===== config.mk =====
export PLATFORM = sky130hd
export DESIGN_NAME = adc_config_irq_registers
export DESIGN_NICKNAME = d
export VERILOG_FILES = /design/src/logic/adc_cfg_pkg.sv /design/src/logic/adc_config_irq_registers.sv
export SDC_FILE = /design/constraint.sdc
export NUM_CORES = 1
export LEC_CHECK = 0
export BUFFER_PORTS_ARGS = -buffer_cell sky130_fd_sc_hd__buf_4
export CAP_MARGIN = 10
export CORE_ASPECT_RATIO = 1.1
export CORE_MARGIN = 2
export CORE_UTILIZATION = 55
export DETAILED_ROUTE_END_ITERATION = 16
export PLACE_DENSITY = 0.77
export SKIP_CTS_REPAIR_TIMING = 1
export SLEW_MARGIN = 10
export SYNTH_ARGS = -nofsm -noshare
export SYNTH_HDL_FRONTEND = slang
export SYNTH_SLANG_ARGS = --single-unit

===== constraint.sdc =====
create_clock -name aclk -period 11.7 [get_ports aclk]
set_input_delay 0.585 -clock aclk [delete_from_list [all_inputs] [get_ports aclk]]
set_output_delay 0.585 -clock aclk [all_outputs]
set_load 0.01 [all_outputs]

===== src/logic/adc_cfg_pkg.sv =====
// Package: register map, field layout, reset values and carrier types of the ADC configuration block
package adc_cfg_pkg;

    localparam int          ADDR_W         = 8;
    localparam int          DATA_W         = 32;

    localparam logic [5:0]  IDX_RESULT     = 6'h00;
    localparam logic [5:0]  IDX_MODE       = 6'h01;
    localparam logic [5:0]  IDX_GAIN_BIAS  = 6'h03;
    localparam logic [5:0]  IDX_CONV_FMT   = 6'h04;
    localparam logic [5:0]  IDX_IRQ_STATUS = 6'h05;

    localparam logic [7:0]  GAIN_BIAS_RST  = 8'h8B;
    localparam logic [7:0]  CONV_FMT_RST   = 8'h00;
    localparam logic [3:0]  IRQ_LOW_RST    = 4'h3;

    localparam int          BIAS_LSB       = 6;
    localparam int          GAIN_LSB       = 3;
    localparam int          CHOP_BIT       = 2;
    localparam int          SEQ_LSB        = 6;
    localparam int          LAYOUT_LSB     = 4;
    localparam int          CRC_W_BIT      = 3;
    localparam int          CRC_EN_BIT     = 2;
    localparam int          OFF_EN_BIT     = 1;
    localparam int          GAIN_EN_BIT    = 0;

    localparam logic [2:0]  GAIN_X16       = 3'h5;
    localparam logic [2:0]  GAIN_X32       = 3'h6;
    localparam logic [2:0]  GAIN_X64       = 3'h7;
    localparam logic [1:0]  SHIFT_X2       = 2'h1;
    localparam logic [1:0]  SHIFT_X4       = 2'h2;

    localparam logic [1:0]  SEQ_CONT       = 2'h3;
    localparam logic [1:0]  SEQ_STANDBY    = 2'h2;

    localparam logic [15:0] SAT_POS        = 16'hFFFF;
    localparam logic [15:0] SAT_NEG        = 16'h8000;
    localparam logic signed [23:0] MAX16   = 24'sh007FFF;
    localparam logic signed [23:0] MIN16   = -24'sh008000;
    localparam logic signed [23:0] MAX17   = 24'sh00FFFF;
    localparam logic signed [23:0] MIN17   = -24'sh010000;

    localparam logic [5:0]  CRC_BITS       = 6'h10;
    localparam logic [5:0]  CRC_PAD_BITS   = 6'h10;

    localparam logic [1:0]  RESP_OKAY      = 2'h0;
    localparam logic [1:0]  RESP_SLVERR    = 2'h2;

    typedef enum logic [1:0] {
        MODE_SHUT     = 2'b00,
        MODE_SHUT_ALT = 2'b01,
        MODE_STANDBY  = 2'b10,
        MODE_CONVERT  = 2'b11
    } op_mode_t;

    typedef enum logic [1:0] {
        LAYOUT_BARE16 = 2'b00,
        LAYOUT_LEFT32 = 2'b01,
        LAYOUT_SIGN32 = 2'b10,
        LAYOUT_CHAN32 = 2'b11
    } layout_t;

    typedef struct packed {
        logic        valid;
        logic [3:0]  channel;
        logic [16:0] data;
    } sample_t;

    typedef struct packed {
        logic [15:0] offset;
        logic [15:0] gain;
    } cal_t;

    typedef struct packed {
        logic [1:0]  bias_current_scale;
        logic [2:0]  gain_analog;
        logic [1:0]  gain_shift;
        logic        auto_zero_chop_en;
        logic        converting;
        logic        continuous;
        logic        start;
    } afe_ctrl_t;

    typedef struct packed {
        logic        link_checksum_enable;
        logic        pad_zeros;
        logic [5:0]  trailer_bits;
    } link_crc_t;

endpackage : adc_cfg_pkg


===== src/logic/adc_config_irq_registers.sv =====
// AXI4-Lite register bank: gain, bias, conversion sequencing, result layout and status flags
// Notes on behaviour
// RULE1: Gain code 000..111 means 1/3, 1, 2, 4, 8, 16, 32, 64; reset is 001.
// RULE2: Gains 32 and 64 use analog 16 with digital times two or four.
// RULE3: Bias field 11 double, 10 unity (reset), 01 0.66, 00 half.
// RULE4: Chop set doubles conversion time and turns continuous into repeated single shots.
// RULE5: Sequencing 11 converts or scans continuously.
// RULE6: Sequencing 10 does one conversion then sets mode to standby.
// RULE7: Sequencing 0X, the reset value, does one conversion then sets mode to shutdown.
// RULE8: Mode 11 converting, 10 standby, 01/00 shutdown; 00 after reset.
// RULE9: Layout 11 gives channel id, 12 sign bits, 16-bit sample.
// RULE10: Layout 10 gives 16 sign bits over the 16-bit sample.
// RULE11: Layout 01 gives the sample in the upper half, zeros below.
// RULE12: Layout 00 is bare 16 bits; layouts 00/01 saturate at 0xFFFF or 0x8000.
// RULE13: Checksum width 1 appends CRC plus sixteen zeros, 0 only the CRC.
// RULE14: Read CRC only while enabled; these bits leave configuration checksum untouched.
// RULE15: Offset correction applies only while its enable is set; reset clear.
// RULE16: Gain correction applies only while its enable, bit 0, is set; reset clear.
// RULE17: Ready flag reads 0 on a new result, 1 after reading it or reset.
// RULE18: Integrity flag reads 1 until a configuration checksum error, then 0.
// RULE19: Status bit 7 always reads zero and ignores writes.
// RULE20: Bias, gain and chop reach the front end as registered static outputs.
`timescale 1ns/1ps

module adc_config_irq_registers (
    input  wire logic                            aclk,
    input  wire logic                            aresetn,
    input  wire logic [adc_cfg_pkg::ADDR_W-1:0]  awaddr,
    input  wire logic [2:0]                      awprot,
    input  wire logic                            awvalid,
    output logic                                 awready,
    input  wire logic [adc_cfg_pkg::DATA_W-1:0]  wdata,
    input  wire logic [3:0]                      wstrb,
    input  wire logic                            wvalid,
    output logic                                 wready,
    output logic [1:0]                           bresp,
    output logic                                 bvalid,
    input  wire logic                            bready,
    input  wire logic [adc_cfg_pkg::ADDR_W-1:0]  araddr,
    input  wire logic [2:0]                      arprot,
    input  wire logic                            arvalid,
    output logic                                 arready,
    output logic [adc_cfg_pkg::DATA_W-1:0]       rdata,
    output logic [1:0]                           rresp,
    output logic                                 rvalid,
    input  wire logic                            rready,
    input  wire adc_cfg_pkg::sample_t            sample,
    input  wire adc_cfg_pkg::cal_t               cal,
    input  wire logic                            config_checksum_error,
    output adc_cfg_pkg::afe_ctrl_t               afe,
    output adc_cfg_pkg::link_crc_t               link_crc,
    output logic                                 offset_correction_enable,
    output logic                                 gain_correction_enable,
    output logic [adc_cfg_pkg::DATA_W-1:0]       conversion_result,
    output logic                                 result_ready_flag_n,
    output logic                                 config_integrity_flag_n
);

    typedef struct packed {
        logic [7:0]                 gain_bias;
        logic [7:0]                 conv_fmt;
        logic [3:0]                 irq_low;
        adc_cfg_pkg::op_mode_t      mode;
        logic                       ready_n;
        logic                       integ_n;
        logic [31:0]                result;
        logic                       busy;
        logic                       start;
        logic                       aw_full;
        logic [adc_cfg_pkg::ADDR_W-1:0] aw_addr;
        logic                       w_full;
        logic [7:0]                 w_data;
        logic                       w_lane0;
        logic                       bvalid;
        logic [1:0]                 bresp;
        logic                       rvalid;
        logic [1:0]                 rresp;
        logic [31:0]                rdata;
        logic                       rd_status;
    } state_t;

    state_t s_q;
    state_t s_d;

    logic [2:0]         gain_code;
    logic [2:0]         gain_analog;
    logic [1:0]         gain_shift;
    logic [1:0]         seq;

    logic signed [23:0] v_raw;
    logic signed [23:0] v_off;
    logic signed [40:0] prod;
    logic signed [23:0] v_cal;
    logic [16:0]        v17;
    logic [15:0]        v16;
    logic [31:0]        formatted;
    logic               accept;

    function automatic logic mapped(input logic [adc_cfg_pkg::ADDR_W-1:0] a);
        logic [5:0] idx;
        idx = a[adc_cfg_pkg::ADDR_W-1:2];
        mapped = (a[1:0] == 2'h0)
              && (idx == adc_cfg_pkg::IDX_RESULT || idx == adc_cfg_pkg::IDX_MODE
               || idx == adc_cfg_pkg::IDX_GAIN_BIAS || idx == adc_cfg_pkg::IDX_CONV_FMT
               || idx == adc_cfg_pkg::IDX_IRQ_STATUS);
    endfunction : mapped

    // Gain decode into analog stage and digital shift
    always_comb
    begin
        gain_code = s_q.gain_bias[adc_cfg_pkg::GAIN_LSB +: 3];
        seq       = s_q.conv_fmt[adc_cfg_pkg::SEQ_LSB +: 2];
        case (gain_code)
            adc_cfg_pkg::GAIN_X64:
            begin
                gain_analog = adc_cfg_pkg::GAIN_X16; // RULE2
                gain_shift  = adc_cfg_pkg::SHIFT_X4;
            end
            adc_cfg_pkg::GAIN_X32:
            begin
                gain_analog = adc_cfg_pkg::GAIN_X16; // RULE2
                gain_shift  = adc_cfg_pkg::SHIFT_X2;
            end
            default:
            begin
                gain_analog = gain_code; // RULE1
                gain_shift  = 2'h0;
            end
        endcase
    end

    // Result datapath: digital gain, corrections, layout
    always_comb
    begin
        v_raw = $signed({{7{sample.data[16]}}, sample.data}) <<< gain_shift;
        if (s_q.conv_fmt[adc_cfg_pkg::OFF_EN_BIT])
            v_off = v_raw - $signed({{8{cal.offset[15]}}, cal.offset}); // RULE15
        else
            v_off = v_raw;
        prod = v_off * $signed({1'b0, cal.gain});
        if (s_q.conv_fmt[adc_cfg_pkg::GAIN_EN_BIT])
            v_cal = prod[38:15]; // RULE16
        else
            v_cal = v_off;
        if (v_cal > adc_cfg_pkg::MAX17)
            v17 = 17'h0FFFF;
        else if (v_cal < adc_cfg_pkg::MIN17)
            v17 = 17'h10000;
        else
            v17 = v_cal[16:0];
        if (v_cal > adc_cfg_pkg::MAX16)
            v16 = adc_cfg_pkg::SAT_POS; // RULE12
        else if (v_cal < adc_cfg_pkg::MIN16)
            v16 = adc_cfg_pkg::SAT_NEG; // RULE12
        else
            v16 = v_cal[15:0];
        case (adc_cfg_pkg::layout_t'(s_q.conv_fmt[adc_cfg_pkg::LAYOUT_LSB +: 2]))
            adc_cfg_pkg::LAYOUT_CHAN32: formatted = {sample.channel, {12{v17[16]}}, v17[15:0]}; // RULE9
            adc_cfg_pkg::LAYOUT_SIGN32: formatted = {{16{v17[16]}}, v17[15:0]}; // RULE10
            adc_cfg_pkg::LAYOUT_LEFT32: formatted = {v16, 16'h0000}; // RULE11
            default:                    formatted = {16'h0000, v16}; // RULE12
        endcase
    end

    assign accept = sample.valid && s_q.mode == adc_cfg_pkg::MODE_CONVERT && s_q.busy;

    // Next-state logic
    always_comb
    begin
        s_d       = s_q;
        s_d.start = 1'b0;

        if (awvalid && !s_q.aw_full)
        begin
            s_d.aw_full = 1'b1;
            s_d.aw_addr = awaddr;
        end
        if (wvalid && !s_q.w_full)
        begin
            s_d.w_full  = 1'b1;
            s_d.w_data  = wdata[7:0];
            s_d.w_lane0 = wstrb[0];
        end
        if (s_q.bvalid && bready)
            s_d.bvalid = 1'b0;

        if (s_q.aw_full && s_q.w_full && !s_q.bvalid)
        begin
            s_d.aw_full = 1'b0;
            s_d.w_full  = 1'b0;
            s_d.bvalid  = 1'b1;
            s_d.bresp   = mapped(s_q.aw_addr) ? adc_cfg_pkg::RESP_OKAY : adc_cfg_pkg::RESP_SLVERR;
            if (s_q.w_lane0 && s_q.aw_addr[1:0] == 2'h0)
            begin
                case (s_q.aw_addr[adc_cfg_pkg::ADDR_W-1:2])
                    adc_cfg_pkg::IDX_MODE:       s_d.mode = adc_cfg_pkg::op_mode_t'(s_q.w_data[1:0]);
                    adc_cfg_pkg::IDX_GAIN_BIAS:  s_d.gain_bias = s_q.w_data;
                    adc_cfg_pkg::IDX_CONV_FMT:   s_d.conv_fmt = s_q.w_data;
                    adc_cfg_pkg::IDX_IRQ_STATUS: s_d.irq_low = s_q.w_data[3:0]; // RULE19
                    default:                     s_d.irq_low = s_q.irq_low;
                endcase
            end
        end

        if (s_q.rvalid && rready)
            s_d.rvalid = 1'b0;
        if (arvalid && !s_q.rvalid)
        begin
            s_d.rvalid    = 1'b1;
            s_d.rresp     = mapped(araddr) ? adc_cfg_pkg::RESP_OKAY : adc_cfg_pkg::RESP_SLVERR;
            s_d.rd_status = 1'b0;
            s_d.rdata     = 32'h0000_0000;
            if (araddr[1:0] == 2'h0)
            begin
                case (araddr[adc_cfg_pkg::ADDR_W-1:2])
                    adc_cfg_pkg::IDX_RESULT:
                    begin
                        s_d.rdata   = s_q.result;
                        s_d.ready_n = 1'b1; // RULE17
                    end
                    adc_cfg_pkg::IDX_MODE:       s_d.rdata = {30'h0, s_q.mode};
                    adc_cfg_pkg::IDX_GAIN_BIAS:  s_d.rdata = {24'h0, s_q.gain_bias};
                    adc_cfg_pkg::IDX_CONV_FMT:   s_d.rdata = {24'h0, s_q.conv_fmt};
                    adc_cfg_pkg::IDX_IRQ_STATUS:
                    begin
                        s_d.rdata     = {24'h0, 1'b0, s_q.ready_n, s_q.integ_n, 1'b1, s_q.irq_low}; // RULE19
                        s_d.rd_status = 1'b1;
                    end
                    default:                     s_d.rdata = 32'h0000_0000;
                endcase
            end
        end

        // Conversion sequencing
        if (s_q.mode != adc_cfg_pkg::MODE_CONVERT)
            s_d.busy = 1'b0;
        else if (!s_q.busy)
        begin
            s_d.busy  = 1'b1; // RULE4
            s_d.start = 1'b1;
        end
        if (accept)
        begin
            s_d.result  = formatted;
            s_d.ready_n = 1'b0; // RULE17
            s_d.busy    = 1'b0;
            if (seq == adc_cfg_pkg::SEQ_CONT)
                s_d.mode = adc_cfg_pkg::MODE_CONVERT; // RULE5
            else if (seq == adc_cfg_pkg::SEQ_STANDBY)
                s_d.mode = adc_cfg_pkg::MODE_STANDBY; // RULE6
            else
                s_d.mode = adc_cfg_pkg::MODE_SHUT; // RULE7
        end

        if (config_checksum_error)
            s_d.integ_n = 1'b0; // RULE18
    end

    always_ff @(posedge aclk)
    begin
        if (!aresetn)
        begin
            s_q           <= '0;
            s_q.gain_bias <= adc_cfg_pkg::GAIN_BIAS_RST; // RULE1
            s_q.conv_fmt  <= adc_cfg_pkg::CONV_FMT_RST;
            s_q.irq_low   <= adc_cfg_pkg::IRQ_LOW_RST;
            s_q.mode      <= adc_cfg_pkg::MODE_SHUT; // RULE8
            s_q.ready_n   <= 1'b1;
            s_q.integ_n   <= 1'b1;
        end
        else
        begin
            s_q <= s_d;
        end
    end

    // Outputs
    assign awready = !s_q.aw_full;
    assign wready  = !s_q.w_full;
    assign bvalid  = s_q.bvalid;
    assign bresp   = s_q.bresp;
    assign arready = !s_q.rvalid;
    assign rvalid  = s_q.rvalid;
    assign rdata   = s_q.rdata;
    assign rresp   = s_q.rresp;

    always_comb
    begin
        afe.bias_current_scale = s_q.gain_bias[adc_cfg_pkg::BIAS_LSB +: 2]; // RULE3 RULE20
        afe.gain_analog        = gain_analog; // RULE20
        afe.gain_shift         = gain_shift;
        afe.auto_zero_chop_en  = s_q.gain_bias[adc_cfg_pkg::CHOP_BIT]; // RULE20
        afe.converting         = s_q.mode == adc_cfg_pkg::MODE_CONVERT; // RULE8
        afe.continuous         = seq == adc_cfg_pkg::SEQ_CONT && !s_q.gain_bias[adc_cfg_pkg::CHOP_BIT]; // RULE4
        afe.start              = s_q.start;
    end

    always_comb
    begin
        link_crc.link_checksum_enable = s_q.conv_fmt[adc_cfg_pkg::CRC_EN_BIT]; // RULE14
        link_crc.pad_zeros            = s_q.conv_fmt[adc_cfg_pkg::CRC_W_BIT];
        if (!s_q.conv_fmt[adc_cfg_pkg::CRC_EN_BIT])
            link_crc.trailer_bits = 6'h00; // RULE14
        else if (s_q.conv_fmt[adc_cfg_pkg::CRC_W_BIT])
            link_crc.trailer_bits = adc_cfg_pkg::CRC_BITS + adc_cfg_pkg::CRC_PAD_BITS; // RULE13
        else
            link_crc.trailer_bits = adc_cfg_pkg::CRC_BITS; // RULE13
    end

    assign offset_correction_enable = s_q.conv_fmt[adc_cfg_pkg::OFF_EN_BIT];
    assign gain_correction_enable   = s_q.conv_fmt[adc_cfg_pkg::GAIN_EN_BIT];
    assign conversion_result        = s_q.result;
    assign result_ready_flag_n      = s_q.ready_n;
    assign config_integrity_flag_n  = s_q.integ_n;
endmodule : adc_config_irq_registers


==> results.toml <==
[placement]
gp_congestion = 0.928
place_hpwl_mm = 44.6
placement.io_buffers = 176

[clocking]
cts-htree-levels = 4
cts_tree = "done"
clkTransAtPathRegs_ns = 0.05
clockRootBuffer = "clkbuf_16"
numCtsBuffers = 17
clk-insertion-delay-late_ns = 0.42
clockBufferDepth = 2
clkSinkCount = 113

[drt]
routed_wl_mm = 56.1
drtIter0Drc = 1231
drt-vias-per-instance = 5.62
drtPass1Iterations = 5
wl_per_cell_um = 18.3
vias = 17200
drc = 0
antenna_left = 0

[run_status]
outcome = "complete, no violations"

[worst_setup_path]
r2r_slack_ns = 1.00
cp.arrival_ns = 11.02
rr_startpoint = "gain_code[2]$_SDFFE_PN0P_"
crit_top_cell = "fa_1"
cp_max_fo = 27
rr_worst_depth = 31
critPathRequiredTime_ns = 12.02
slowest_stage = "fa_1"
critPathKind = "flip-flop to flip-flop"
r2r_end = "conversion_result[20]$_SDFFE_PN0P_"
start_kind = "flip-flop"
crit_path_end_kind = "flip-flop"
cpPeakStageDelay_ns = 0.84

[hold_path]
min_to = "config_integrity_flag_n$_SDFFE_PN1P_"
min_path_type = "input port to flip-flop"
hold_start = "config_checksum_error"
hold_depth = 2

[floorplan]
ios = 216
rows = 75
die-area_sq_um = 40400
initial_utilization = 0.558
die_h_um = 210
die_w_um = 192
core_area_sq_um = 38200

[layout]
drive_gt1_frac = 0.107
diodes = 0
final_cell_mix = "502 x inv_1, 358 x fa_1, 338 x nand2_1, 192 x buf_4, 167 x and2_1"
multi_input_area_sq_um = 16100
mostFrequentLayoutCell = "inv_1"
finalNetCount = 3141
regArea_sq_um = 2260
fillers = 3210
area_delta_synth_final_pct = 7.85

[timing]
fmax_mhz = 93.5
relSlewSlack = 0.252
rsz0062_at_grt = "no"
min_period_ns = 10.70
maxSlewViolCount = 0
fin_tns_setup_ns = 0
skew_ns = 0.00776
setup_violations = 0
hold_viol_final = 0
fin_crit_sh = 0.914
tightest_slew_ns = 1.12

[synthesis]
synth.avg_cell_area_sq_um = 8.43
syn-cell-area_sq_um = 21300
synth_edf_count = 0
async_flop_share = 0
ys_top_cells_by_area = "fa_1 34%, dfxtp_1 11%, inv_1 8.8%, ha_1 6.8%, nand2_1 6.0%"
synth-seq-cells = 113
synth-main-ff-cell = "dfxtp_1"
ys_types = 88
synth_top_area_share = 0.336
yosys_warnings = 0
synthCells = 2529
synth_top_area_cell = "fa_1"
ys_seq_area_frac = 0.106

[global_route]
grt_pass1_wl_mm = 91.5
grt_max_degree = 101
grt_overflow = 0
grt.total_usage = 0.287
grt_pass1_vias = 18000
antenna_found_initial = 1

[job]
drv_cap = 0
## cells by family (layout without fill, tap and decap cells)
kind of cell | count (synthesis) | count (layout) | share of synthesized area
AND/OR/NAND/NOR | 737 | 737 | 0.172
buffers and inverters | 700 | 726 | 0.139
adder cells (fa/ha/maj) | 478 | 478 | 0.406
AO/OA/AOI/OAI | 378 | 378 | 0.121
flip-flops | 113 | 113 | 0.106
multiplexers | 70 | 70 | 0.0348
XOR/XNOR | 52 | 52 | 0.0220
other | 1 | 6 | 0.000176
## flip-flops by register name (all words and copies together) (netlist names), 2 cells and up
register,flops
s_q,32
gain_code,3
conversion_result,32
rdata,32
link_crc,2
afe,4
## cells in the mapped netlist, drive strengths merged (4+ instances only)
cell type / instances
inv: 502
fa: 358
nand2: 339
and2: 167
ha: 115
dfxtp: 113
clkbuf: 102
buf: 95
o21ai: 95
a21oi: 78
nor2b: 69
mux2i: 55
nor2: 54
a22oi: 38
xnor2: 38
a211oi: 30
nand3: 21
o211ai: 20
a21o: 18
a21boi: 15
and3: 15
mux2: 13
nor3: 13
xor2: 13
a31oi: 11
nand2b: 10
nand4: 10
and2b: 9
o21a: 9
o22ai: 8
a311oi: 7
nand3b: 6
o2111ai: 6
o221ai: 6
maj3: 5
o211a: 5
o31ai: 5
a2111oi: 4
a2bb2oi: 4
nor4: 4
nor4b: 4
o21bai: 4
or2: 4
## worst max path at each step
stage	start	slack, ns	to
after CTS	gain_code[2]$_SDFFE_PN0P_	0.84	conversion_result[20]$_SDFFE_PN0P_
final	gain_code[2]$_SDFFE_PN0P_	1.00	conversion_result[20]$_SDFFE_PN0P_
after floorplan	gain_code[0]$_SDFFE_PN1P_	2.03	conversion_result[16]$_SDFFE_PN0P_
after global routing	gain_code[2]$_SDFFE_PN0P_	0.19	conversion_result[22]$_SDFFE_PN0P_
after global placement	gain_code[2]$_SDFFE_PN0P_	1.08	conversion_result[18]$_SDFFE_PN0P_
after detailed placement	gain_code[2]$_SDFFE_PN0P_	0.91	conversion_result[20]$_SDFFE_PN0P_
## area by class of cell
| type | instances | share of cell area |
|---|---|---|
| Clock inverter | 9 | 0.00561 |
| Multi-Input combinational cell | 1721 | 0.702 |
| Sequential cell | 113 | 0.0984 |
| Clock buffer | 22 | 0.0215 |
| Tap cell | 500 | 0.0272 |
| Timing Repair Buffer | 192 | 0.0627 |
| Inverter | 503 | 0.0821 |
## metrics by stage
stage	cells	area, sq um	setup slack, ns	hold slack (ns)	util
2_1_floorplan	2534	21300	2.03	0.414	-
3_3_place_gp	3029	22400	1.08	0.457	0.585
3_5_place_dp	3029	22400	0.908	0.471	0.585
4_1_cts	3060	23000	0.839	0.358	0.602
5_1_grt	3060	23000	0.193	0.364	0.602
6_report	3060	23000	1.00	0.365	0.602
## layer usage
metal,vias up,part of all wire,global-route usage
met5,-,0,0
met4,0,0.036,0.115
met3,143,0.069,0.0365
met2,668,0.50,0.504
met1,8533,0.39,0.357
li1,7844,-,-
## worst max-delay path, delay by kind of cell (launching register included)
kind                       cells  cell delay [ns]
AOI/OAI and AO/OA             13             3.82
xor gates and xnor gates       1             0.16
adders and majority gates      8             3.97
buffers and inverters          4             0.54
DFF                            1             0.45
and+or+nand+nor                5             1.63
Power is not shown: default switching activity piles up to over one toggle a cycle in this logic, so the estimate is an artifact.
